File: src/rtl/pmtr_consts.vh
`ifndef PMTR_CONSTS_VH
`define PMTR_CONSTS_VH
// register byte addresses on the wishbone bus
`define PMTR_ADDR_PTR_LOW 5'h00
`define PMTR_ADDR_PTR_HIGH 5'h04
`define PMTR_ADDR_PTR_UPPER 5'h08
`define PMTR_ADDR_LATCH 5'h0C
// command register: write starts an instruction, read shows status
`define PMTR_ADDR_CMD 5'h10
`define PMTR_ADDR_BITS 5
// command codes
`define PMTR_CMD_NO_UPDATE 3'h0
`define PMTR_CMD_POST_INC 3'h1
`define PMTR_CMD_POST_DEC 3'h2
`define PMTR_CMD_PRE_INC 3'h3
`define PMTR_CMD_STORE 3'h4
// pointer layout
`define PMTR_PTR_BITS 22
`define PMTR_SPACE_BIT 21
`define PMTR_UPPER_BITS 6
`define PMTR_STEP 21'h000001
// store instruction length in cycles
`define PMTR_STORE_CYCLES 2'h2
`define PMTR_RESET_BYTE 8'h00
`define PMTR_RESET_PTR 22'h000000
`endif

File: src/rtl/pmtr_table_read.v
// Operation
// - each fetch loads exactly one byte
// - eight-bit latch holds the moved byte
// - pointer is upper six, high, low bytes
// - low 21 bits program, bit 21 configuration
// - none, post-inc, post-dec, pre-inc treatments
// - updates touch only low 21 bits
// - all 22 bits select fetched byte
// - pointer bit zero picks word byte
// - fetches allowed at any byte address
// - store instruction: two cycles, no effect
// - upper byte unused bits read zero
// - program memory never written here
//
// The implementer's own choices: the placing of the registers and register access over Wishbone.
`timescale 1ns/1ps
`default_nettype none
`include "pmtr_consts.vh"
module pmtr_table_read #(
	parameter WORD_BITS = 16
) (
	// clock and reset
	input wire clk,
	input wire reset,
	// wishbone slave
	input wire wb_cyc_i,
	input wire wb_stb_i,
	input wire wb_we_i,
	input wire [`PMTR_ADDR_BITS-1:0] wb_adr_i,
	input wire [3:0] wb_sel_i,
	input wire [31:0] wb_dat_i,
	output reg [31:0] wb_dat_o,
	output reg wb_ack_o,
	// program memory read port, word addressed
	output reg [`PMTR_PTR_BITS-2:0] mem_word_addr,
	output reg mem_config_space,
	output reg mem_rd,
	input wire [WORD_BITS-1:0] mem_word,
	input wire mem_valid,
	// instruction status
	output reg busy
);
	localparam ST_IDLE = 4'b0001;
	localparam ST_FETCH = 4'b0010;
	localparam ST_WAIT = 4'b0100;
	localparam ST_STORE = 4'b1000;

	reg [3:0] state;
	reg [`PMTR_PTR_BITS-1:0] pointer;
	reg [7:0] latch;
	reg [2:0] cmd;
	reg [1:0] store_count;
	reg byte_sel;
	reg [31:0] next_rdata;
	wire access;
	wire wr;
	wire [20:0] ptr_inc;
	wire [20:0] ptr_dec;

	assign access = wb_cyc_i & wb_stb_i & ~wb_ack_o;
	assign wr = access & wb_we_i & wb_sel_i[0];
	// carry into bit 21 dropped on purpose
	assign ptr_inc = pointer[20:0] + `PMTR_STEP;
	assign ptr_dec = pointer[20:0] - `PMTR_STEP;

	always @* begin
		next_rdata = 32'h00000000;
		case (wb_adr_i)
			`PMTR_ADDR_PTR_LOW: next_rdata[7:0] = pointer[7:0];
			`PMTR_ADDR_PTR_HIGH: next_rdata[7:0] = pointer[15:8];
			// top two bits read zero
			`PMTR_ADDR_PTR_UPPER: next_rdata[`PMTR_UPPER_BITS-1:0] = pointer[21:16];
			`PMTR_ADDR_LATCH: next_rdata[7:0] = latch;
			`PMTR_ADDR_CMD: next_rdata[0] = busy;
			default: next_rdata = 32'h00000000;
		endcase
	end

	always @(posedge clk) begin
		if (reset) begin
			state <= ST_IDLE;
			pointer <= `PMTR_RESET_PTR;
			latch <= `PMTR_RESET_BYTE;
			cmd <= `PMTR_CMD_NO_UPDATE;
			store_count <= 2'h0;
			byte_sel <= 1'b0;
			wb_dat_o <= 32'h00000000;
			wb_ack_o <= 1'b0;
			mem_word_addr <= 21'h000000;
			mem_config_space <= 1'b0;
			mem_rd <= 1'b0;
			busy <= 1'b0;
		end else begin
			wb_ack_o <= access;
			if (access)
				wb_dat_o <= next_rdata;
			mem_rd <= 1'b0;
			case (state)
				ST_IDLE: begin
					// register writes only accepted while idle
					if (wr) begin
						case (wb_adr_i)
							`PMTR_ADDR_PTR_LOW: pointer[7:0] <= wb_dat_i[7:0];
							`PMTR_ADDR_PTR_HIGH: pointer[15:8] <= wb_dat_i[7:0];
							`PMTR_ADDR_PTR_UPPER: pointer[21:16] <= wb_dat_i[5:0];
							`PMTR_ADDR_LATCH: latch <= wb_dat_i[7:0];
							`PMTR_ADDR_CMD: begin
								cmd <= wb_dat_i[2:0];
								busy <= 1'b1;
								if (wb_dat_i[2:0] == `PMTR_CMD_STORE) begin
									store_count <= `PMTR_STORE_CYCLES;
									state <= ST_STORE;
								end else begin
									state <= ST_FETCH;
								end
							end
							default: begin
							end
						endcase
					end
				end
				ST_FETCH: begin
					// pre-increment updates first, read uses new value
					if (cmd == `PMTR_CMD_PRE_INC) begin
						pointer[20:0] <= ptr_inc;
						mem_word_addr <= {pointer[21], ptr_inc[20:1]};
						byte_sel <= ptr_inc[0];
					end else begin
						mem_word_addr <= pointer[21:1];
						byte_sel <= pointer[0];
					end
					mem_config_space <= pointer[`PMTR_SPACE_BIT];
					mem_rd <= 1'b1;
					state <= ST_WAIT;
				end
				ST_WAIT: begin
					if (mem_valid) begin
						// one byte only; high byte when bit zero is set
						latch <= byte_sel ? mem_word[15:8] : mem_word[7:0];
						if (cmd == `PMTR_CMD_POST_INC)
							pointer[20:0] <= ptr_inc;
						else if (cmd == `PMTR_CMD_POST_DEC)
							pointer[20:0] <= ptr_dec;
						busy <= 1'b0;
						state <= ST_IDLE;
					end
				end
				ST_STORE: begin
					// no write path exists to program memory
					if (store_count == 2'h1) begin
						busy <= 1'b0;
						state <= ST_IDLE;
					end
					store_count <= store_count - 2'h1;
				end
				default: state <= ST_IDLE;
			endcase
		end
	end
endmodule
`default_nettype wire

File: config.mk
export PLATFORM = sky130hd
export DESIGN_NAME = pmtr_table_read
export DESIGN_NICKNAME = d
export VERILOG_FILES = /design/src/rtl/pmtr_table_read.v
export VERILOG_INCLUDE_DIRS = /design/src /design/src/rtl
export SDC_FILE = /design/constraint.sdc
export NUM_CORES = 1
export LEC_CHECK = 0
export ABC_CLOCK_PERIOD_IN_PS = 2500
export BUFFER_PORTS_ARGS = -buffer_cell sky130_fd_sc_hd__buf_2
export CAP_MARGIN = 30
export CORE_ASPECT_RATIO = 2
export CORE_MARGIN = 5
export CORE_UTILIZATION = 44
export CTS_CLUSTER_DIAMETER = 100
export CTS_CLUSTER_SIZE = 20
export DETAILED_ROUTE_END_ITERATION = 8
export PLACE_DENSITY = 0.69
export SETUP_SLACK_MARGIN = 0.05
export SYNTH_ARGS = -nofsm -noshare
export SYNTH_HDL_FRONTEND = slang
export SYNTH_SLANG_ARGS = --single-unit
File: constraint.sdc
create_clock -name clk -period 2.5 [get_ports clk]
set_input_delay 0.375 -clock clk [delete_from_list [all_inputs] [get_ports clk]]
set_output_delay 0.375 -clock clk [all_outputs]
set_load 0.1 [all_outputs]
### After elaboration in Yosys (flattened, before gate mapping)

Cells that the tools add are included.

* bitwise logic cells: 5
* add/sub/neg operators: 3
* equal/unequal tests: 24
* muxes and demuxes: 35
* reductions and logical operators: 14

Operators with widths (count)
* 2-to-1 mux 21 bit: 5
* one-hot mux 21 bit (3 select lines): 1
* 2-to-1 mux 8 bit: 6
* adder 21 x 1 -> 21 bit (second input constant): 1
* subtractor 21 x 1 -> 21 bit (second input constant): 1
* 2-to-1 mux 20 bit: 1
* 2-to-1 mux 4 bit: 5
* one-hot mux 5 bit (4 select lines): 1
* AND reduction 6 bit: 3
* one-hot mux 4 bit (4 select lines): 1
* one-hot mux 8 bit (2 select lines): 1
* AND reduction 4 bit: 3
* equality test 5 x 4 -> 1 bit (second input constant): 2
* inequality test 2 x 1 -> 1 bit (second input constant): 5
* inequality test 2 bit (second input constant): 5
* equality test 3 x 2 -> 1 bit (second input constant): 2
* 2-to-1 mux 1 bit: 6
* 2-to-1 mux 2 bit: 3
* one-hot mux 2 bit (3 select lines): 1
* AND reduction 3 bit: 2
* nonzero test 3 bit: 2
* equality test 5 x 3 -> 1 bit (second input constant): 1
* equality test 5 bit (second input constant): 1
* zero test 5 bit: 1
* other kinds (17): 21

* flip-flop bits (word level): 73
* logic and storage cells: 96
* output and inout port bits: 57
* bits of input ports: 63

### Longest topological paths before layout

Gate-level depths: netlist of the first run.

* depth after elaboration: 6
* gate-level depth with buffers: 9
* gate-level depth less buffers: 8

### Least setup slack after synthesis of the first run

OpenSTA, ideal clock, no wires.

* path type: reg-to-reg
* from: reg wb_ack_o
* to: reg latch[6]
* setup time: 0.128 ns
* data required time: 2.372 ns
* stages on the path, launching flop included: 8
* setup slack: 0.187 ns
* arrival time: 2.186 ns
* clock period less this slack: 2.313 ns
* buffers on the path: 1
* cell sequence: dfxtp_1 -> nand3b_1 -> nor3_1 -> a22oi_1 -> clkbuf_1 -> a211oi_1 -> a21oi_1 -> nor2_1

* longest elaborated chain between the ends: 6

RTL lines
* start: declaration: RTL line pmtr_table_read.v:33 `output reg wb_ack_o,`
* start signal: assignment: RTL line pmtr_table_read.v:94 `wb_ack_o <= access;`
* NOT 1 bit: RTL line pmtr_table_read.v:60 `assign access = wb_cyc_i & wb_stb_i & ~wb_ack_o;`
* bitwise AND 1 bit: RTL line pmtr_table_read.v:60
* bitwise AND 1 bit (2 in a row): RTL line pmtr_table_read.v:61 `assign wr = access & wb_we_i & wb_sel_i[0];`
* inequality test 2 bit (no source line)
* AND reduction 4 bit (no source line)
* end signal: assignment: RTL line pmtr_table_read.v:83 `` latch <= `PMTR_RESET_BYTE; ``
* end signal: assignment: RTL line pmtr_table_read.v:106 `` `PMTR_ADDR_LATCH: latch <= wb_dat_i[7:0]; ``
* end signal: assignment: RTL line pmtr_table_read.v:139 `latch <= byte_sel ? mem_word[15:8] : mem_word[7:0];`
* end: declaration: RTL line pmtr_table_read.v:50 `reg [7:0] latch;`

Every way passes these cells.
A chain may end at the register's enable or synchronous reset.

### Worst setup path in the final report of the first run

* from: reg pointer[2]
* to: reg mem_word_addr[12]

* longest elaborated chain between the ends: 2

RTL lines
* start: declaration: RTL line pmtr_table_read.v:49 `` reg [`PMTR_PTR_BITS-1:0] pointer; ``
* start signal: assignment: RTL line pmtr_table_read.v:82 `` pointer <= `PMTR_RESET_PTR; ``
* start signal: assignment: RTL line pmtr_table_read.v:103 `` `PMTR_ADDR_PTR_LOW: pointer[7:0] <= wb_dat_i[7:0]; ``
* start signal: assignment: RTL line pmtr_table_read.v:125 `pointer[20:0] <= ptr_inc;`
* adder 21 x 1 -> 21 bit (no source line)
* 2-to-1 mux 20 bit: RTL line pmtr_table_read.v:124 `` if (cmd == `PMTR_CMD_PRE_INC) begin ``
* end signal: assignment: RTL line pmtr_table_read.v:126 `mem_word_addr <= {pointer[21], ptr_inc[20:1]};`
* end signal: assignment: RTL line pmtr_table_read.v:129 `mem_word_addr <= pointer[21:1];`
* end: declaration: RTL line pmtr_table_read.v:35 `` output reg [`PMTR_PTR_BITS-2:0] mem_word_addr, ``

Every way passes these cells.

==> results.cfg, run 1 <==
[status]
status = finished, final reports clean

[cts]
cts-hold-fix-buffers = 0
cts_max_level = 3
clk_latency_ns = 0.34
cts_buffer_depth = 2
cts_tree = yes
cts_num_sinks = 72
cts_root_buffer = clkbuf_16
clkTransAtPathRegs_ns = 0.06
cts-buffers-inserted = 9

[setup_path]
startpoint_type = flop
cp_top_family = simple AND/OR/NAND/NOR gates
slowest_delay_ns = 0.65
worstPathArrival_ns = 2.59
slowest_stage = dfxtp_1
crit_buf_inv = 0
cp.required_ns = 2.76
crit_chain = and4_1 -> and2_1 -> nand3_1 -> nor3_1 -> xnor2_1 -> a211oi_1
cp-end-kind = flop
crit_type = flop to flop
cp_max_fo = 14

[synthesis]
synth-seq-cells = 72
synthArstFlopShare = 0
ys_warn_count = 0
synth_edf_count = 0
synth_area_um2 = 4901
avgSynthCellArea_um2 = 7.817
synthTopCellsByArea = dfxtp_1 (29%), nor2_1 (7.1%), buf_4 (4.3%), mux2i_1 (3.7%), a211oi_1 (3.7%)
ys_seq_area_frac = 0.2941
synthCells = 627
ys_top_cells_by_count = nor2_1 (93), dfxtp_1 (72), nand2_1 (42)
yosysTopAreaCellShare = 0.2941
yosysMostFrequentCell = nor2_1
ys.flop_type = dfxtp_1
yosysUniqueCellTypes = 74
synth_top_cell_by_area = dfxtp_1

[sta]
finalClockSkew_ns = 0.008034
setup_viol = 0
max-slew-margin-rel = 0.5964
finalCritPeriodShare = 0.9346
rsz0062_at_grt = yes
final_hold_viol_count = 0
drv_slew = 0
period_minus_slack_ns = 2.336
fin_setup_tns_ns = 0
worst_slew_pin_slew_ns = 0.5971
fmax_mhz = 428.0

[power_and_ir_drop]
p_leak_nw = 2.208
p_per_area_nw_per_um2 = 490.2
irDropWorstVdd_v = 0.0003685

[floorplanning]
io-pin-count = 120
die_w_um = 84.63
rows = 54
die-height_um = 159.3
core-area_um2 = 10950
dieArea_um2 = 13480
initial_utilization = 0.4478

[finish]
n_fill_cell = 1145
n_antenna_cell = 0
area_delta_synth_final_pct = 17.92
design_area_um2 = 5779
drive_above_1_share = 0.2366
stdcell_count = 850
final_nets = 771

[grt]
grt_usage = 0.2616
antenna_found_initial = 0
overflow = 0
grt_max_degree = 68
grt_pass1_wl_mm = 27.52
grt_pass1_vias = 4992

[placed_design]
gp_congestion = 1.004
placed_cell_area_um2 = 5464
dp.cells = 831
dp_hpwl_mm = 13.82
port_buffers = 68

[detailed_routing]
routed_via_density = 6.078
drtIter0Drc = 324
drc = 0
dr_total_vias = 5166
drtAntennaViolNets = 0
post_drt_wl_per_cell_um = 21.16
drtPass1Iterations = 6
wirelength_mm = 17.99

[hold_path]
hp-class = primary input to flop

[job]
maxCapViolCount = 0
## layout by cell type, fill, tap and decap left out, types with 4 or more instances in the layout
cell type / Yosys / routed
a221o_1: 4 / 4
o22ai_1: 7 / 7
and2_1: 5 / 5
a32o_1: 4 / 4
mux2i_1: 18 / 18
xor2_1: 11 / 11
and3_1: 7 / 7
a31oi_1: 5 / 5
buf_2: 1 / 68
o32ai_1: 7 / 7
nand4_1: 8 / 8
a211oi_1: 24 / 24
o21ai_0: 26 / 26
a21oi_1: 33 / 33
nand2_1: 42 / 42
inv_1: 12 / 12
nor4_1: 12 / 12
conb_1: 1 / 24
xnor2_1: 15 / 15
clkbuf_16: 0 / 9
buf_4: 28 / 55
a311oi_1: 11 / 11
nor2_1: 93 / 93
dfxtp_1: 72 / 72
nand2b_1: 6 / 6
nor3_1: 16 / 15
a22oi_1: 10 / 10
o211ai_1: 4 / 4
nand3_1: 16 / 16
or3_1: 9 / 9
## tightest hold or removal path, cell delays in order
cell     delay (ns)
buf_2          0.11
mux2i_1        0.07
nor2_1         0.08
## report_power, final
part	total (mW)	internal [mW]	switching [mW]
sequential	1.17	1.16	0.00908
clock	1.21	0.675	0.539
combinational	0.449	0.0937	0.355
## flip-flops by register name, indices dropped and copies added (netlist names), 2 cells and up
name	count
latch	8
mem_word_addr	21
store_count	2
cmd	3
pointer	22
wb_dat_o	8
state	4
## per-layer routing
metal,vias up,wire length [um],track usage
met2,221,8821,0.4443
met1,2446,6617,0.2787
met4,0,1585,0.2068
met5,-,0,0
li1,2422,-,-
met3,77,964,0.04402
## area by class of cell
| type | count | area, um^2 | area share |
|---|---|---|---|
| inverters | 12 | 45.04 | 0.007794 |
| multi-input cells | 484 | 3030 | 0.5244 |
| well taps | 140 | 175.2 | 0.03031 |
| repair buffers | 126 | 813.3 | 0.1407 |
| clock buffers | 10 | 229.0 | 0.03962 |
| clock inverters | 6 | 45.04 | 0.007794 |
| flip-flops and latches | 72 | 1441 | 0.2494 |
## worst paths after layout
kind / start / to / slack [ns] / depth (start not counted)
setup / recovery: pointer[2] / mem_word_addr[12] / 0.16 / 6
hold / removal: wb_dat_i[5] / pointer[21] / 0.34 / 3
hold reg to reg: mem_word_addr[20] / mem_word_addr[20] / 0.48 / 2
setup reg to reg: pointer[2] / mem_word_addr[12] / 0.16 / 6
## cell families after synthesis
kind of cell / count (synthesis) / synth area share
simple gates: 247 / 0.2584
buf+inv: 94 / 0.1118
fa+ha+maj: 3 / 0.007660
flops: 72 / 0.2941
xor+xnor: 26 / 0.04646
mux: 20 / 0.04365
compound gates: 164 / 0.2372
other cells: 1 / 0.0007652
## stage by stage
| step | hold slack (ns) | util | setup slack [ns] | total power, mW |
|---|---|---|---|---|
| 6_report | 0.3373 | 0.5280 | 0.1636 | 2.833 |
| 5_1_grt | 0.3724 | 0.5280 | 0.01311 | 2.917 |
| 4_1_cts | 0.3316 | 0.5242 | 0.06522 | 2.848 |
| 3_5_place_dp | 0.4705 | 0.4992 | 0.09181 | 1.641 |
| 3_3_place_gp | 0.4564 | 0.4992 | 0.1515 | 1.634 |
| 2_1_floorplan | 0.4435 | - | 0.1869 | 1.571 |
## timing repair
| item | 4_1_cts | 5_1_grt |
|---|---|---|
| setup buffers | 0 | 2 |
| endpoints found under the setup margin | 0 | 10 |
| resized for setup | 0 | 3 |
Note: power is estimated with default switching activity, not from simulation.
==> inputs of run 2 (changes only) <==
CORE_ASPECT_RATIO = 1.4   (was 2)
==> run 2 against run 1 <==
  * Utilization up 0.97 points
  * Via count up 1.9%
  * Non-clock buffer count up 1
  * Routed wire length up 1.0%
  * Combinational power up 0.9%
  * Global-route usage up 0.52 points
  * Fmax down 2.3%
  * Clock power up 17%
  * Largest cell class unchanged
  * Highest routed layer unchanged
==> results.cfg, run 2 (synthesized netlist as in run 1, its figures left out) <==
[setup_path]
r2r-end = pointer[18]
reg2reg_from = state[0]
cp_max_fo = 15
path_common_cell = buf_4
slowest_stage = or4b_2
cp-end-kind = flop
cp_top_family = simple AND/OR/NAND/NOR gates
crit_type = flop to flop
worstPathArrival_ns = 2.62
slowest_delay_ns = 0.71
crit_buf_inv = 2
r2r_slack_ns = 0.11
rr_worst_depth = 6
cp.required_ns = 2.73
startpoint_type = flop
crit_chain = buf_4 -> or4b_2 -> buf_4 -> o22ai_1 -> nor2_1 -> a32o_1

[hold_path]
min_to = pointer[21]
hold_path_depth = 3
min_from = wb_dat_i[5]
hp-class = primary input to flop

[sta]
rsz0062_at_grt = yes
finalCritPeriodShare = 0.9563
final_hold_viol_count = 0
setup_viol = 0
period_minus_slack_ns = 2.391
finalClockSkew_ns = 0.005217
fin_setup_tns_ns = 0
worst_slew_pin_slew_ns = 0.6621
max-slew-margin-rel = 0.5567
drv_slew = 0
fmax_mhz = 418.3

[detailed_routing]
drtPass1Iterations = 7
post_drt_wl_per_cell_um = 21.31
drc = 0
drtIter0Drc = 334
routed.top_layer = met4
drtAntennaViolNets = 0
routed_via_density = 6.169
route.met3.wl_mm = 1.234
dr_total_vias = 5262
wl_met1_mm = 7.016
wl_met2_mm = 8.778
wirelength_mm = 18.18

[floorplanning]
die-height_um = 134.9
dieArea_um2 = 13380
die_w_um = 99.20
initial_utilization = 0.4510
core-area_um2 = 10870
rows = 45
io-pin-count = 120

[cts]
cts-buffers-inserted = 9
cts_buffer_depth = 2
cts_tree = yes
clkTransAtPathRegs_ns = 0.06
cts_num_sinks = 72
clk_latency_ns = 0.34
cts_root_buffer = clkbuf_16
cts_max_level = 3

[placed_design]
gp_congestion = 0.9755
placed_cell_area_um2 = 5460
dp_hpwl_mm = 13.54
port_buffers = 68

[power_and_ir_drop]
p_leak_nw = 2.235
irDropWorstVdd_v = 0.0003451
p_per_area_nw_per_um2 = 518.7

[finish]
design_area_um2 = 5843
top_regs = pointer x22, mem_word_addr x21
largest_reg_flops = 22
top_register = pointer
n_antenna_cell = 0
final_nets = 773
drive_above_1_share = 0.2458
layout_commonest_cell = nor2_1
area_delta_synth_final_pct = 19.22
final_cell_mix = nor2_1 (93), dfxtp_1 (69), buf_2 (68)

[grt]
overflow = 0
grt_max_degree = 45
grt_usage = 0.2669
antenna_found_initial = 0
grt_pass1_wl_mm = 27.77
grt_pass1_vias = 5110

[job]
maxCapViolCount = 0

[status]
status = finished, final reports clean
[run 2: changes by cell type in the layout (fill, tap and decap cells not counted), moves of 2 or more]
cell	previous run	this run
dfxtp_1	72	69
bufinv_16	0	2
dfxtp_2	0	3
buf_4	55	57
clkinvlp_4	3	1
clkinv_4	1	3
[run 2: repair_timing]
| item | CTS | global route |
|---|---|---|
| hold buffers | 0 | 0 |
| gates resized for setup | 0 | 9 |
| endpoints found under the setup margin | 0 | 10 |
| setup buffers | 0 | 3 |
[run 2: worst register-to-register path: stages, from the launching register on]
cell and delay, ns:
dfxtp_1 0.32, buf_4 0.15, or4b_2 0.71, buf_4 0.24
o22ai_1 0.54, nor2_1 0.09, a32o_1 0.23
[run 2: worst max-delay path by stage]
stage | startpoint | to | slack (ns) | cells after the start
final | state[0] | pointer[18] | 0.11 | 6
after global placement | pointer[0] | mem_word_addr[19] | 0.13 | 8
after floorplan | wb_ack_o | latch[6] | 0.19 | 7
after global routing | state[0] | pointer[20] | 0.04 | 6
after CTS | state[1] | pointer[5] | 0.12 | 7
after detailed placement | state[1] | pointer[5] | 0.14 | 7
[run 2: layout make-up]
type	count	area, um^2
timing repair buffer	127	808.3
tap	141	176.4
inverter	12	45.04
multi-input combinational	485	3045
clock buffer	10	229.0
fill	1066	5024
sequential	72	1445
clock inverter	6	93.84
[run 2: where the power goes]
group	leakage (nW)	switching, mW	internal (mW)	total [mW]
registers	0.581	0.00931	1.16	1.17
clock network	0.153	0.528	0.879	1.41
logic	1.50	0.357	0.0957	0.453
[run 2: stage by stage]
step | setup slack (ns) | cells | hold slack, ns | total power, mW | util
finish | 0.1092 | 853 | 0.3538 | 3.031 | 0.5377
global route | 0.04039 | 853 | 0.3757 | 3.127 | 0.5377
CTS | 0.1157 | 849 | 0.3439 | 3.039 | 0.5322
detailed placement | 0.1421 | 833 | 0.4680 | 1.641 | 0.5025
global placement | 0.1342 | 833 | 0.4571 | 1.635 | 0.5025
floorplan | 0.1869 | 650 | 0.4435 | 1.571 | -
[run 2: routing by layer]
| metal | vias up | GRT usage |
|---|---|---|
| met4 | 0 | 0.1648 |
| li1 | 2428 | - |
| met5 | - | 0 |
| met3 | 72 | 0.04341 |
| met2 | 241 | 0.4432 |
| met1 | 2521 | 0.3191 |
